$ cat src/crc_scan_pkg.sv
// Package with register map, fields, reset values and modes of the CRC scanner block
package crc_scan_pkg;
   // Register byte addresses, one aligned word each
   localparam logic [11:0] ADDR_ACCUM_HIGH = 12'h000;
   localparam logic [11:0] ADDR_ACCUM_LOW = 12'h004;
   localparam logic [11:0] ADDR_SHIFTER_HIGH = 12'h008;
   localparam logic [11:0] ADDR_SHIFTER_LOW = 12'h00c;
   localparam logic [11:0] ADDR_POLY_HIGH = 12'h010;
   localparam logic [11:0] ADDR_POLY_LOW = 12'h014;
   localparam logic [11:0] ADDR_SCAN_CTRL = 12'h018;
   localparam logic [11:0] ADDR_CUR_HIGH = 12'h01c;
   localparam logic [11:0] ADDR_CUR_LOW = 12'h020;
   localparam logic [11:0] ADDR_END_HIGH = 12'h024;
   localparam logic [11:0] ADDR_END_LOW = 12'h028;
   localparam logic [11:0] ADDR_TRIG = 12'h02c;
   // Control register fields
   localparam int CTRL_EN = 7;
   localparam int CTRL_RUN = 6;
   localparam int CTRL_BUSY = 5;
   localparam int CTRL_INVALID = 4;
   localparam int CTRL_HOLD = 3;
   localparam int CTRL_MODE_HI = 1;
   localparam logic [7:0] CTRL_WR_MASK = 8'hcb;
   localparam logic [7:0] POLY_LOW_FIXED = 8'h01;
   localparam logic [15:0] POLY_RESET = 16'h0001;
   localparam logic [15:0] ZERO16 = 16'h0000;
   localparam logic [7:0] ZERO8 = 8'h00;
   localparam logic [3:0] TRIG_LAST = 4'h9;
   localparam logic [16:0] FLASH_WORDS = 17'h04000;
   typedef enum logic [1:0] {
      MODE_CONCURRENT = 2'b00,
      MODE_BURST = 2'b01,
      MODE_PEEK = 2'b10,
      MODE_TRIGGERED = 2'b11
   } access_mode_t;
   typedef enum logic [1:0] {
      ST_IDLE = 2'b00,
      ST_FETCH = 2'b01,
      ST_HAND = 2'b10
   } scan_state_t;
endpackage

$ cat src/crc_scanner.sv
// CRC result registers and program memory scanner with APB register access
//
// The APB interface to the registers and the register offsets were decided locally.
`timescale 1ns/10ps
`default_nettype none
module crc_scanner
   import crc_scan_pkg::*;
(
   input wire logic clk_sys,
   input wire logic rstn,
   input wire logic psel,
   input wire logic penable,
   input wire logic pwrite,
   input wire logic [11:0] paddr,
   input wire logic [31:0] pwdata,
   output logic [31:0] prdata,
   output logic pready,
   output logic pslverr,
   input wire logic [15:0] crc_accum_in,
   input wire logic [15:0] crc_shift_in,
   input wire logic crc_ready,
   output logic crc_data_valid,
   output logic [15:0] crc_data,
   output logic accum_load,
   output logic [15:0] accum_load_value,
   output logic [15:0] poly_taps,
   output logic flash_req,
   output logic [15:0] flash_addr,
   input wire logic flash_ack,
   input wire logic [15:0] flash_rdata,
   input wire logic irq_active,
   input wire logic [9:0] trigger_in,
   output logic cpu_stall
);
   ////////////////////////////////////////////////////////////////////////////
   typedef struct packed {
      logic [15:0] poly;
      logic en;
      logic run;
      logic hold;
      logic [1:0] mode;
      logic [15:0] cur;
      logic [15:0] last;
      logic [3:0] trig;
      scan_state_t st;
      logic [31:0] rdata;
      logic ready;
      logic err;
      logic dvalid;
      logic [15:0] data;
      logic aload;
      logic [15:0] aval;
      logic req;
      logic stall;
      logic busy;
      logic invalid;
   } state_t;

   state_t s;
   state_t next_s;
   logic rst_meta;
   logic rst_sync;

   // Reset release through two flops
   always_ff @(posedge clk_sys or negedge rstn) begin
      if (!rstn) begin
         rst_meta <= 1'b0;
         rst_sync <= 1'b0;
      end else begin
         rst_meta <= 1'b1;
         rst_sync <= rst_meta;
      end
   end

   function automatic logic addr_invalid(input logic [15:0] a);
      addr_invalid = ({1'b0, a} >= FLASH_WORDS);
   endfunction

   function automatic logic [15:0] put_byte(input logic [15:0] v, input logic hi,
                                            input logic [7:0] b);
      put_byte = hi ? {b, v[7:0]} : {v[15:8], b};
   endfunction

   // Reserved selector codes match no source and never fire
   function automatic logic trigger_hit(input logic [9:0] t, input logic [3:0] sel);
      trigger_hit = 1'b0;
      for (int i = 0; i < $bits(t); i++) begin
         if (sel == 4'(i)) begin
            trigger_hit = t[i];
         end
      end
   endfunction

   ////////////////////////////////////////////////////////////////////////////
   logic access;
   logic wr;
   logic rd_ok;
   logic [7:0] rbyte;
   logic [7:0] wb;
   logic hold_now;
   logic run_eff;
   logic past_end;
   logic trig_ok;
   logic go;

   always_comb begin
      next_s = s;
      access = psel && penable && !s.ready;
      wr = access && pwrite;
      wb = pwdata[7:0];
      rd_ok = 1'b1;
      rbyte = ZERO8;
      unique case (paddr)
         ADDR_ACCUM_HIGH: rbyte = crc_accum_in[15:8];
         ADDR_ACCUM_LOW: rbyte = crc_accum_in[7:0];
         ADDR_SHIFTER_HIGH: rbyte = crc_shift_in[15:8];
         ADDR_SHIFTER_LOW: rbyte = crc_shift_in[7:0];
         ADDR_POLY_HIGH: rbyte = s.poly[15:8];
         ADDR_POLY_LOW: rbyte = s.poly[7:0] | POLY_LOW_FIXED;
         ADDR_SCAN_CTRL: rbyte = {s.en, s.run, s.busy, s.invalid, s.hold, 1'b0,
                                  s.mode};
         ADDR_CUR_HIGH: rbyte = s.cur[15:8];
         ADDR_CUR_LOW: rbyte = s.cur[7:0];
         ADDR_END_HIGH: rbyte = s.last[15:8];
         ADDR_END_LOW: rbyte = s.last[7:0];
         ADDR_TRIG: rbyte = {4'h0, s.trig};
         default: rd_ok = 1'b0;
      endcase
      // APB answer one cycle after the access phase begins
      next_s.ready = access;
      next_s.err = access && !rd_ok;
      next_s.rdata = (access && !pwrite) ? {24'h000000, rbyte} : 32'h00000000;
      next_s.aload = 1'b0;
      next_s.aval = s.aval;

      // Run bit masked during interrupts when hold is selected, except in peek
      hold_now = irq_active && s.hold && (access_mode_t'(s.mode) != MODE_PEEK);
      run_eff = s.en && s.run && !hold_now;
      past_end = s.cur > s.last;
      trig_ok = (access_mode_t'(s.mode) != MODE_TRIGGERED) ||
                trigger_hit(trigger_in, s.trig);
      go = run_eff && crc_ready && !past_end && trig_ok;

      next_s.dvalid = 1'b0;
      next_s.req = s.req;
      unique case (s.st)
         ST_IDLE: begin
            if (go) begin
               next_s.req = 1'b1;
               next_s.st = ST_FETCH;
            end
         end
         ST_FETCH: begin
            if (flash_ack) begin
               next_s.req = 1'b0;
               next_s.data = flash_rdata;
               next_s.dvalid = 1'b1;
               next_s.cur = s.cur + 16'h0001;
               next_s.st = ST_HAND;
            end
         end
         ST_HAND: begin
            // Wait for ready to drop so one word goes per handshake
            if (!crc_ready) begin
               next_s.st = ST_IDLE;
            end
         end
         default: next_s.st = ST_IDLE;
      endcase

      // Run bit cleared by hardware past the end with no cycle active
      if (s.run && past_end && s.st == ST_IDLE) begin
         next_s.run = 1'b0;
      end

      if (wr) begin
         unique case (paddr)
            ADDR_ACCUM_HIGH: begin
               next_s.aload = 1'b1;
               next_s.aval = put_byte(crc_accum_in, 1'b1, wb);
            end
            ADDR_ACCUM_LOW: begin
               next_s.aload = 1'b1;
               next_s.aval = put_byte(crc_accum_in, 1'b0, wb);
            end
            ADDR_SHIFTER_HIGH, ADDR_SHIFTER_LOW: next_s.aload = 1'b0;
            ADDR_POLY_HIGH: next_s.poly = put_byte(s.poly, 1'b1, wb);
            ADDR_POLY_LOW: next_s.poly = put_byte(s.poly, 1'b0, wb | POLY_LOW_FIXED);
            ADDR_SCAN_CTRL: begin
               next_s.en = wb[CTRL_EN];
               // Software value overrides a hardware clear in the same cycle
               next_s.run = wb[CTRL_RUN];
               next_s.hold = wb[CTRL_HOLD];
               next_s.mode = wb[CTRL_MODE_HI:0];
            end
            ADDR_CUR_HIGH: if (!s.run) next_s.cur = put_byte(s.cur, 1'b1, wb);
            ADDR_CUR_LOW: if (!s.run) next_s.cur = put_byte(s.cur, 1'b0, wb);
            ADDR_END_HIGH: if (!s.run) next_s.last = put_byte(s.last, 1'b1, wb);
            ADDR_END_LOW: if (!s.run) next_s.last = put_byte(s.last, 1'b0, wb);
            ADDR_TRIG: next_s.trig = wb[3:0];
            default: next_s.err = 1'b1;
         endcase
      end
      // Disabling resets only the sequencer, never the registers
      if (!next_s.en) begin
         next_s.st = ST_IDLE;
         next_s.req = 1'b0;
      end

      next_s.busy = (next_s.st != ST_IDLE) || (next_s.en && crc_ready);
      next_s.invalid = addr_invalid(next_s.cur);
      next_s.stall = next_s.en && next_s.run && !(next_s.cur > next_s.last) &&
                     (access_mode_t'(next_s.mode) == MODE_BURST) &&
                     !(irq_active && next_s.hold);
   end

   always_ff @(posedge clk_sys or negedge rst_sync) begin
      if (!rst_sync) begin
         s <= '0;
         s.poly <= POLY_RESET;
         s.st <= ST_IDLE;
      end else begin
         s <= next_s;
      end
   end

   ////////////////////////////////////////////////////////////////////////////
   assign prdata = s.rdata;
   assign pready = s.ready;
   assign pslverr = s.err;
   assign crc_data_valid = s.dvalid;
   assign crc_data = s.data;
   assign accum_load = s.aload;
   assign accum_load_value = s.aval;
   assign poly_taps = s.poly;
   assign flash_req = s.req;
   assign flash_addr = s.cur;
   assign cpu_stall = s.stall;
endmodule
`default_nettype wire

$ cat config.mk
export PLATFORM = sky130hd
export DESIGN_NAME = crc_scanner
export DESIGN_NICKNAME = d
export VERILOG_FILES = /design/src/crc_scan_pkg.sv /design/src/crc_scanner.sv
export SDC_FILE = /design/constraint.sdc
export NUM_CORES = 1
export LEC_CHECK = 0
export ABC_AREA = 1
export BUFFER_PORTS_ARGS = -buffer_cell sky130_fd_sc_hd__buf_4
export CAP_MARGIN = 0
export CORE_MARGIN = 5
export CORE_UTILIZATION = 54
export DETAILED_ROUTE_END_ITERATION = 12
export HOLD_SLACK_MARGIN = 0.06
export PLACE_DENSITY = 0.8
export REMOVE_ABC_BUFFERS = 1
export SLEW_MARGIN = 20
export SYNTH_ARGS = -nofsm -noshare
export SYNTH_HDL_FRONTEND = slang
export SYNTH_SLANG_ARGS = --single-unit
$ cat constraint.sdc
create_clock -name clk_sys -period 4.2 [get_ports clk_sys]
set_input_delay 0.42 -clock clk_sys [delete_from_list [all_inputs] [get_ports clk_sys]]
set_output_delay 0.42 -clock clk_sys [all_outputs]
set_load 0.05 [all_outputs]
Word level (Yosys, flattened, before mapping) --
Cells that the tools add are included. W data, S select, Z words.
Storage, ports and cells: logic and storage cells 141, register bits 109
Cells by class: reductions and logical operators 42, bitwise logic cells 2, multiplexer cells 42, eq/ne operators 28, order comparisons 3, add/sub/neg operators 1
Operators with widths (count):
- $pmux W16 S2 | 4
- $pmux W8 S12 | 1
- $mux W16 | 5
- $mux W17 | 3
- $eq A12 B5 Y1 const B | 4
- $eq A12 B6 Y1 const B | 4
- $mux W41 | 1
- $gt A16 B16 Y1 | 2
- $eq A12 B4 Y1 const B | 2
- $logic_and A1 B1 Y1 | 20
- $mux W1 | 18
- $add A16 B1 Y16 const B | 1
- $eq A4 B3 Y1 const B | 4
- $ge A16 B15 Y1 const B | 1
- $mux W8 | 2
- $eq A12 B3 Y1 const B | 1
- $logic_not A12 Y1 | 1
- $reduce_or A12 Y1 | 1
- $reduce_and A3 Y1 | 3
- $eq A4 B2 Y1 const B | 2
- $eq A4 B4 Y1 const B | 2
- $mux W2 | 4
- $logic_not A1 Y1 | 7
- $ne A3 B3 Y1 const B | 2
- other kinds (16) | 23

Logic depth before layout (Yosys ltp) --
Gate-level depths: netlist (run 1).
depth in word-level cells 18, gate-level depth with buffers 23

Worst setup path before layout (run 1) --
OpenSTA, ideal clock, no wires.
kind reg-to-reg, start register s (netlist bit pready), end register s (netlist bit cpu_stall), buffers on the path 0, cell stages (with the launch flop) 17, slack 1.544 ns, data required time 4.123 ns, arrival time 2.578 ns, cells stage by stage dfrtp_1 inv_1 nand3_2 nor2_2 inv_1 nor3_4 o21bai_2 inv_2 ha_1 a21oi_1 o21a_1 nand2_1 nand2_1 nand2_1 nand2_1 nand3_1 a21oi_1
RTL lines:
- from (decl) | RTL line crc_scanner.sv:59 | state_t s;
- from (signal assigned) | RTL line crc_scanner.sv:223 | s <= next_s;

==> impl_results.md, run 1 <==
- Status: finished clean
- Drt first pass iters: 5
- Synth cell types: 46
- Crit path top cell by count: nand2_1
- Register area: 0.00273 sq mm
- Syn Area/Cell: around 7.3 sq um
- Required time of the critical path: around 4.5 ns
- Final net count: 1286
- Clk sink count: ~110
- Per-cell routed wire length: around 18 um
- Total grt overflow: 0
- Unrepaired setup endpoints after global routing: no
- Global-route wire length before repair: 36400 um
- # port buffers: 163
- CP Max Fanout: 13
- Fillers: between 1000 and 1500
- Async SR Flop Fraction: 100%
- Hpwl dp: 18700 um
- Setup-failing EPs final: 0
- Critical path arrival: 3.66 ns
- Routed vias/inst: between 5 and 6
- Final GP Congestion: a little over 1
- Period utilization: 80.3%
- Maximum buffer depth of the clock tree: 2
- Leakage: approximately 4.7 nW
- Sequential share of the synthesized area: a little over a third
- CP startpoint: pready
- Vias post-DR: 7382
- Row count: 43
- Vias in the first global route: ~7000
- Final min period: between 3 and 4 ns
- Hold Path Class: register to asynchronous set/reset pin
- I/O Pins: around 210
- WS Path Type: register to register
- Total Power: 0.00227 W
- Detail Route Antenna Nets: 0
- CP cell instances: inv_1, nand3_2, nor2_2, inv_1, nor3_4, o21bai_2, inv_2, ha_1, a21oi_1, o21a_1, nand2_1, nand2_1, nand2_1, nand2_1, nand3_1, a21oi_1
- Share of layout cells above drive strength 1: between 20% and 30%
- Post-synthesis register bit count: 109
- Die ar.: about 0.017 sq mm
- Most used DFF post-synth: dfrtp_1
- Worst-path clk slew: 0.08 ns
- CTS tree: done
- Area growth syn-to-layout: 14.7%
- CTS H-tree lvls: 3
- Post-Syn Area: 0.00762 sq mm
- Initial antenna violation count: 0
- Area of the multi-input gates: between 0.003 and 0.004 sq mm
- Initial Util: between 50% and 60%
- Final core occ: a little over three fifths
- Largest net degree at the start of global routing: 50
- Slew @ Worst Pin: 0.782 ns
- Die height: around 130 um
- Crit path largest cell delay: 0.58 ns
- Achievable clock frequency: 296 MHz
- EDFF count, synth: 0
- CTS resizes: 0
- Total Routing Usage GR: ~28%
- Setup Skew: approximately 0.010 ns
- Total CTS buffers: 9
- Core box area: approximately 0.014 sq mm
- DRT iter0 DRCs: roughly 820
- Startpoint types: register
- Cells after Synth: between 1000 and 1500
- Inserted Diodes: 0
- Maximum vdd drop: 0.206 mV
- Power Dens Cells: between 200 and 300 mW/mm^2
- Pins Over Slew Limit: 0
- Reg2Reg Launch Point: pready
- Die width: approximately 130 um
- Clk Latency, worst-skew pair: 0.36 ns
- Yosys warns: 0
- R2R depth: 16
- Slowest cell on the critical path: nor2_2
- CTS root buffer: clkbuf_16
- Slew HR: between 40% and 50%
- Fin. Hold Viols: 0
- Final WL: 23700 um
- DRC: 0
- Setup TNS: 0 ns
- Max_cap viols: 0
- CP Capture Type: register
[power breakdown]
part           internal, W  switching, W  total (W)
combinational    0.0000866      0.000191   0.000277
clock             0.000503      0.000413   0.000916
sequential         0.00106     0.0000114    0.00107
total              0.00165      0.000615    0.00227
[through the flow]
stage	cell area, sq um	cells	setup slack [ns]	hold slack, ns
floorplan	6890	959	0.940	0.124
global placement	8410	1311	0.646	0.172
detailed placement	8410	1311	0.585	0.169
CTS	8730	1328	0.836	0.174
global route	8730	1328	0.520	0.188
finish	8730	1328	0.826	0.169
[flip-flops by register name (all words and copies together) (netlist names)]
register and flops:
flash_req 1, accum_load_value 16, rst_meta 1, poly_taps 16
rst_sync 1, pready 1, prdata 8, crc_data 16
flash_addr 16, cpu_stall 1, s 29, pslverr 1
crc_data_valid 1, accum_load 1
[critical path: cells and delay by family (launching register included)]
| family | cells | cell delay (ns) |
|---|---|---|
| simple gates | 8 | 1.63 |
| compound gates | 4 | 0.59 |
| buf+inv | 3 | 0.45 |
| flops | 1 | 0.38 |
| fa+ha+maj | 1 | 0.23 |
[cell usage after synthesis (all sizes together) (3+ instances only)]
cell | instances | share of area (%)
a211oi | 8 | 0.79
a21oi | 29 | 2.1
a31oi | 19 | 1.6
buf | 107 | 10
clkbuf | 6 | 0.30
clkinv | 4 | 0.26
dfrtp | 108 | 35
ha | 33 | 5.4
inv | 122 | 6.0
nand2 | 294 | 15
nand3 | 41 | 3.0
nand4 | 18 | 1.5
nor2 | 111 | 6.1
nor3 | 14 | 1.1
o211ai | 8 | 0.79
o21a | 9 | 0.89
o21ai | 84 | 5.6
o21bai | 8 | 1.1
o22ai | 3 | 0.25
xor2 | 9 | 1.0
[routing by layer]
metal | track usage [%] | routed length [um] | vias up
met1 | 36.3 | 9390 | 3443
met3 | 5.81 | 2260 | 70
met2 | 46.1 | 11100 | 421
met5 | 0 | 0 | -
li1 | - | - | 3448
met4 | 12.0 | 928 | 0
[cell type report]
cell class	count	area share [%]
Timing Repair Buffer	173	14.9
Tap cell	180	2.58
Sequential cell	109	31.3
Clock buffer	11	2.89
Multi-Input combinational cell	724	42.1
Inverter	126	5.47
Clock inverter	5	0.759
[what timing repair did]
action,CTS,global route
hold buffers,1,0
buffers inserted,0,0
endpoints found under the hold margin,2,0
[cell usage in the layout, fill, tap and decap left out, drive strengths merged, types with 3 or more instances in the layout]
| cell | count |
|---|---|
| nand2 | 294 |
| buf | 172 |
| inv | 124 |
| nor2 | 111 |
| dfrtp | 108 |
| o21ai | 84 |
| nand3 | 41 |
| ha | 33 |
| a21oi | 29 |
| conb | 25 |
| a31oi | 19 |
| nand4 | 18 |
| nor3 | 14 |
| clkbuf | 11 |
| xor2 | 9 |
| o21a | 9 |
| o211ai | 8 |
| a211oi | 8 |
| o21bai | 8 |
| clkinv | 5 |
| o22ai | 3 |
[cells by family after synthesis]
kind of cell	after synthesis	synth area share, %
XOR/XNOR	10	1.15
AND/OR/NAND/NOR	485	27.2
other	2	0.0986
adder cells (fa/ha/maj)	33	5.42
buffers and inverters	239	17.0
AO/OA/AOI/OAI	171	13.3
flip-flops	109	35.8
[path summary, 6_finish.rpt]
path | to | slack, ns
setup / recovery | cpu_stall | 0.83
hold / removal | crc_data[0] | 0.17
setup reg to reg | cpu_stall | 0.83
hold reg to reg | crc_data[0] | 0.17
max in group asynchronous | poly_taps[7] | 3.15
min in group clk_sys | crc_data[7] | 0.26
Note: power is estimated with default switching activity, not from simulation.
==> run 2: changes to the inputs <==
CORE_UTILIZATION = 48   (was 54)
PLACE_DENSITY = 0.75   (was 0.8)
clock period = 2.8 ns   (was 4.2 ns; I/O delays follow)
==> impl_results.md, run 2 (synthesis results as in run 1) <==
- Die ar.: 0.0185 sq mm (+12%)
- Max FFs per register: 29 (unchanged)
- Startpoint types: register
- Achievable clock frequency: 370 MHz (+25%)
- Total CTS buffers: 9 (unchanged)
- Final core occ: 60.1% (-2.9 points)
- Maximum vdd drop: 0.284 mV (+38%)
- CP Capture Type: register
- Dpl cell area: 0.00898 sq mm (+6.8%)
- Vias post-DR: 7444 (+0.84%)
- I/O Pins: 212 (unchanged)
- Slew @ Worst Pin: 0.655 ns (-0.127 ns)
- Setup Skew: 0.00948 ns (-0.000635 ns)
- Initial antenna violation count: 0 (unchanged)
- Post-Place Cells: 1416 (+8.0%)
- Period utilization: 96.4% (+16 points)
- Final GP Congestion: 0.985 (-4.6%)
- Global-route wire length before repair: 38500 um (+5.9%)
- Per-cell routed wire length: 17.2 um (-3.9%)
- CTS H-tree lvls: 3 (unchanged)
- Largest net degree at the start of global routing: 46 (-8.0%)
- DRC: 0 (unchanged)
- Most frequent cells in the layout: nand2_1 (280), buf_4 (246), inv_1 (107), dfrtp_1 (107), nor2_1 (93)
- Final net count: 1361 (+5.8%)
- CP Max Fanout: 4 (-9)
- CP startpoint: s[73]
- Drt first pass iters: 6 (+1)
- Total grt overflow: 0 (unchanged)
- Clk Latency, worst-skew pair: 0.36 ns (about the same)
- CTS root buffer: clkbuf_16
- Inserted Diodes: 0 (unchanged)
- Row count: 46 (+7.0%)
- Unrepaired setup endpoints after global routing: yes
- Setup-failing EPs final: 0 (unchanged)
- Leakage: 5.09 nW (+7.5%)
- Total Routing Usage GR: 26.7% (-1.4 points)
- Worst R2R End: cpu_stall
- Die width: 136 um (+5.6%)
- Required time of the critical path: 3.06 ns (-1.42 ns)
- Slew HR: 56.0% (+8.2 points)
- Max_cap viols: 0 (unchanged)
- Final WL: 24700 um (+4.1%)
- Share of layout cells above drive strength 1: 28.0% (+7.1 points)
- Post-layout instance count excluding filler cells: 1439 (+8.4%)
- Setup TNS: 0 ns (unchanged)
- Final min period: 2.70 ns (-0.674 ns)
- WS Path Type: register to register
- Maximum buffer depth of the clock tree: 2 (unchanged)
- Vias in the first global route: 7178 (+2.5%)
- Reg-to-reg setup timing slack: 0.10 ns (-0.73 ns)
- Reg2Reg Launch Point: s[73]
- Hold Path Class: primary input to register
- Area growth syn-to-layout: 23.9%
- Fin. Hold Viols: 0 (unchanged)
- Status: finished clean
- Pins Over Slew Limit: 0 (unchanged)
- Clk sink count: 109 (unchanged)
- Worst-path clk slew: 0.08 ns (about the same)
- Initial Util: 48.5% (-6.4 points)
- Routed vias/inst: 5.17 (-6.9%)
- DRT iter0 DRCs: 648 (-21%)
- Total Power: 0.00328 W (+45%)
- Critical path arrival: 2.96 ns (-0.70 ns)
- Die height: 136 um (+5.6%)
- Worst Setup EP: cpu_stall
- Final instance area: 0.00944 sq mm (+8.1%)
- CTS tree: done
- Biggest register: s
- Commonest non-fill, non-tap cell in the layout: nand2_1
- R2R depth: 20 (+4)
- Core box area: 0.0157 sq mm (+13%)
- # port buffers: 163 (unchanged)
- Detail Route Antenna Nets: 0 (unchanged)
- Hold path start: flash_rdata[12]
- Fillers: 1484 (+17%)
- Power Dens Cells: 348 mW/mm^2 (+34%)
- Hpwl dp: 20000 um (+6.7%)
run 2: final cells by class:
type	instances	area, sq um	area share (%)
clock buffers	10	229	2.43
clock inverters	6	48.8	0.517
inverters	126	478	5.06
multi-input cells	724	3800	40.3
flip-flops and latches	109	2730	29.0
well taps	216	270	2.86
repair buffers	248	1880	19.9
run 2: worst max-delay path, stage by stage, from the launching register on:
cell and delay, ns:
dfrtp_1 0.39, inv_2 0.09, nand2_2 0.07, nor2_4 0.12, nand4_1 0.22, buf_4 0.24, nor2_2 0.09, xor2_1 0.22
nand2_1 0.09, nand2_1 0.08, o21ai_2 0.08, ha_4 0.27, nand2_1 0.06, nor2_2 0.15, nand2_1 0.07, nand2_1 0.05
nand2_1 0.04, nand2_1 0.07, nand2_2 0.07, nand3_2 0.08, a21oi_2 0.03
run 2: power breakdown:
part,switching (W),internal [W]
clock network,0.000620,0.000614
logic,0.000285,0.000147
registers,0.0000244,0.00159
run 2: stage by stage:
stage	worst slack, ns	hold slack (ns)
final	0.100	0.111
after global routing	-0.0834	0.116
after CTS	0.0109	0.106
after detailed placement	-0.0733	0.0660
after global placement	-0.0649	0.0655
after floorplan	-0.460	-0.0156
run 2: what timing repair did:
action,in CTS,in global routing
setup buffers,0,6
setup endpoints to repair,1,1
pin swaps,3,18
hold buffers,1,0
resized for setup,3,29
hold endpoints to repair,2,0
run 2: worst min-delay path by stage:
stage                   end  slack [ns]  cells past startpoint
2_1_floorplan      rst_meta       -0.02                      0
3_3_place_gp       rst_meta        0.07                      1
3_5_place_dp       rst_meta        0.07                      1
4_1_cts         crc_data[4]        0.11                      3
5_1_grt         crc_data[4]        0.12                      3
6_report       crc_data[12]        0.11                      3
run 2: metal layers:
layer  wire length [um]  share of wire, %  track usage [%]
met5                  0                 0                0
met4                948               3.8             12.1
met3               2020               8.2             3.48
met2              11700                47             44.5
met1              10000                41             34.9
==> run 3: changes to the inputs <==
ABC_AREA = 0   (was 1)
PLACE_DENSITY = 0.76   (was 0.75)
==> impl_results.md, run 3 <==
- Hold path start: flash_rdata[14]
- Unrepaired setup endpoints after global routing: yes
- Maximum buffer depth of the clock tree: 2 (unchanged)
- Final net count: 1119 (-18%)
- Total grt overflow: 0 (unchanged)
- Post-synthesis register bit count: 109 (unchanged)
- Sw Pwr: 0.000888 W (-4.4%)
- Core box area: 0.0151 sq mm (-3.6%)
- Initial Util: 48.9% (+0.40 points)
- Sequential share of the synthesized area: 36.9% (+1.0 points)
- Clk sink count: 109 (unchanged)
- CP startpoint: flash_addr[1]
- Pins Over Slew Limit: 0 (unchanged)
- M1 GR Usage: 32.8% (-2.1 points)
- Row count: 45 (-2.2%)
- WS Path Type: register to register
- Crit path top cell by count: ha_1
- Final core occ: 62.0% (+1.9 points)
- Synth area leader: dfrtp_1
- Met2 Use GR: 42.7% (-1.8 points)
- Hold_ws: 0.105 ns (-0.00551 ns)
- Slew HR: 50.3% (-5.7 points)
- Synth cell types: 79 (+72%)
- CP Max Fanout: 5 (+1)
- Post-Place Cells: 1145 (-19%)
- Gate power share: 12.2% (-1.0 points)
- Max_cap viols: 0 (unchanged)
- Failing checks: negative setup slack
- Required time of the critical path: 3.06 ns (about the same)
- CP cell instances: ha_1, and4b_2, nor3b_4, buf_6, nand3_1, and3_4, a221oi_2, nand2_1, ha_1, nand4_1, nor4_4, a21oi_1, a22oi_1, and4bb_1
- Initial antenna violation count: 0 (unchanged)
- Met3 Track Usage GR: 5.14% (+1.7 points)
- Critical path arrival: 3.33 ns (+0.37 ns)
- DRC: 0 (unchanged)
- Setup Skew: 0.00978 ns (+0.000304 ns)
- Total internal power: 0.00237 W (+0.86%)
- Power Dens Cells: 348 mW/mm^2 (about the same)
- Die height: 134 um (-1.3%)
- Fin. Hold Viols: 0 (unchanged)
- Die ar.: 0.0180 sq mm (-2.6%)
- Seq pwr share: 48.9% (-0.4 points)
- Die width: 134 um (-1.3%)
- Routed vias/inst: 5.73 (+11%)
- Share of layout cells above drive strength 1: 38.6% (+11 points)
- Maximum vdd drop: 0.281 mV (-1.2%)
- CTS H-tree lvls: 3 (unchanged)
- WHS Endpoint: crc_data[14]
- Net Sw Frac: 27.2% (-1.1 points)
- Top Usage Layer GRT: met2
- DRT iter0 DRCs: 614 (-5.2%)
- EDFF count, synth: 0 (unchanged)
- Final WL: 23300 um (-5.7%)
- CTS root buffer: clkbuf_16
- Post-layout instance count excluding filler cells: 1169 (-19%)
- Async SR Flop Fraction: 100% (unchanged)
- Post-synth top cells: dfrtp_1 (108), nand2_1 (105), buf_4 (98), mux2i_1 (44), inv_1 (38)
- Clock share of power: 38.9% (+1.3 points)
- Total CTS buffers: 9 (unchanged)
- Yosys warns: 0 (unchanged)
- Status: finished, violations left
- Final min period: 3.08 ns (+0.379 ns)
- # port buffers: 163 (unchanged)
- Cells after Synth: 782 (-25%)
- Achievable clock frequency: 325 MHz (-12%)
- Area contributors post-synth: dfrtp_1 (37%), buf_4 (9.9%), mux2i_1 (5.9%)
- Hold Crit Depth: 3 (unchanged)
- Drt first pass iters: 6 (unchanged)
- Inserted Diodes: 0 (unchanged)
- Vias in the first global route: 6548 (-8.8%)
- Most frequent cells in the layout: buf_4 (287), dfrtp_1 (107), nand2_1 (105)
- I/O Pins: 212 (unchanged)
- Leakage: 4.95 nW (-2.9%)
- Hold Path Class: primary input to register
- Syn Area/Cell: 9.47 sq um (+30%)
- Worst-path clk slew: 0.08 ns (about the same)
- Top cell type's share of synthesized area: 36.5% (+1.0 points)
- Largest net degree at the start of global routing: 55 (+20%)
- Final GP Congestion: 1.04 (+6.0%)
- Worst R2R End: cpu_stall
- Total Routing Usage GR: 25.5% (-1.3 points)
- Global-route wire length before repair: 35900 um (-6.7%)
- Detail Route Antenna Nets: 0 (unchanged)
- Post-Syn Area: 0.00740 sq mm (-2.8%)
- Period utilization: 110% (+14 points)
- Vias post-DR: 6694 (-10%)
- Crit path largest cell delay: 0.36 ns (-0.03 ns)
- Slowest cell on the critical path: dfrtp_1
- Hpwl dp: 18000 um (-9.8%)
- R2R depth: 14 (-30%)
- Final worst slack: -0.279 ns (-0.379 ns)
- Per-cell routed wire length: 19.9 um (+16%)
- Max FFs per register: 29 (unchanged)
- Most numerous cell in the Yosys netlist: dfrtp_1
- Commonest non-fill, non-tap cell in the layout: buf_4
- Reg-to-reg setup timing slack: -0.28 ns (-0.38 ns)
- Clk Latency, worst-skew pair: 0.36 ns (about the same)
- CTS tree: done
- Biggest register: s
- Most used DFF post-synth: dfrtp_1
- Startpoint types: register
- Reg2Reg Launch Point: flash_addr[1]
- CP Capture Type: register
- Area growth syn-to-layout: 26.8%
- Slew @ Worst Pin: 0.746 ns (+0.0908 ns)
- Setup-failing EPs final: 1 (+1)
==> run 3: what timing repair did <==
item / in CTS / in global routing
resized for setup: 15 / 5
hold endpoints to repair: 2 / 0
hold buffers: 1 / 0
endpoints found under the setup margin: 1 / 1
buffers inserted: 3 / 4
pin swaps: 6 / 8
==> run 3: worst max-delay path: cells and delay by family (launching register included) <==
family	cells	cell delay [ns]
AO/OA/AOI/OAI	3	0.41
adder cells (fa/ha/maj)	2	0.46
buffers and inverters	1	0.15
flip-flops	1	0.36
AND/OR/NAND/NOR	8	1.60
==> run 3: layer usage <==
layer | up-vias | routed length, um
met4 | 0 | 682
met2 | 355 | 11000
li1 | 3048 | -
met5 | - | 0
met3 | 49 | 2090
met1 | 3242 | 9520
==> run 3: worst max path at each step <==
stage | end | depth (start not counted)
after global placement | cpu_stall | 14
after detailed placement | cpu_stall | 14
final | cpu_stall | 14
after floorplan | cpu_stall | 13
after global routing | cpu_stall | 14
after CTS | cpu_stall | 16
==> run 3: power groups by stage <==
stage               registers (W)  clock network [W]  logic, W
floorplan                 0.00164                  0  0.000143
global placement          0.00163                  0  0.000384
detailed placement        0.00163                  0  0.000386
CTS                       0.00160            0.00129  0.000391
global route              0.00160            0.00134  0.000419
finish                    0.00159            0.00127  0.000398
==> run 3: cell families (layout without fill, tap and decap cells) <==
kind of cell,Yosys count,in the layout,synth area share [%]
flops,109,109,36.9
compound gates,149,149,13.0
simple gates,236,236,17.4
mux,81,81,12.3
buf+inv,169,345,14.3
xor+xnor,3,3,0.355
fa+ha+maj,33,33,5.58
other cells,2,25,0.101
==> run 3: cell type report <==
type	count	area (sq um)
Clock buffer	11	243
Clock inverter	5	42.5
Fill cell	1294	5760
Inverter	39	146
Multi-Input combinational cell	527	3790
Sequential cell	109	2730
Tap cell	188	235
Timing Repair Buffer	290	2200
==> run 3: stage by stage <==
step                area, sq um  total power [W]  setup WS (ns)  setup TNS (ns)
global placement           8940          0.00201         -0.547          -0.547
finish                     9390          0.00326         -0.279          -0.279
floorplan                  6570          0.00178         -0.738          -49.45
detailed placement         8940          0.00201         -0.622          -0.622
global route               9390          0.00335         -0.491          -0.491
CTS                        9330          0.00328         -0.162          -0.162
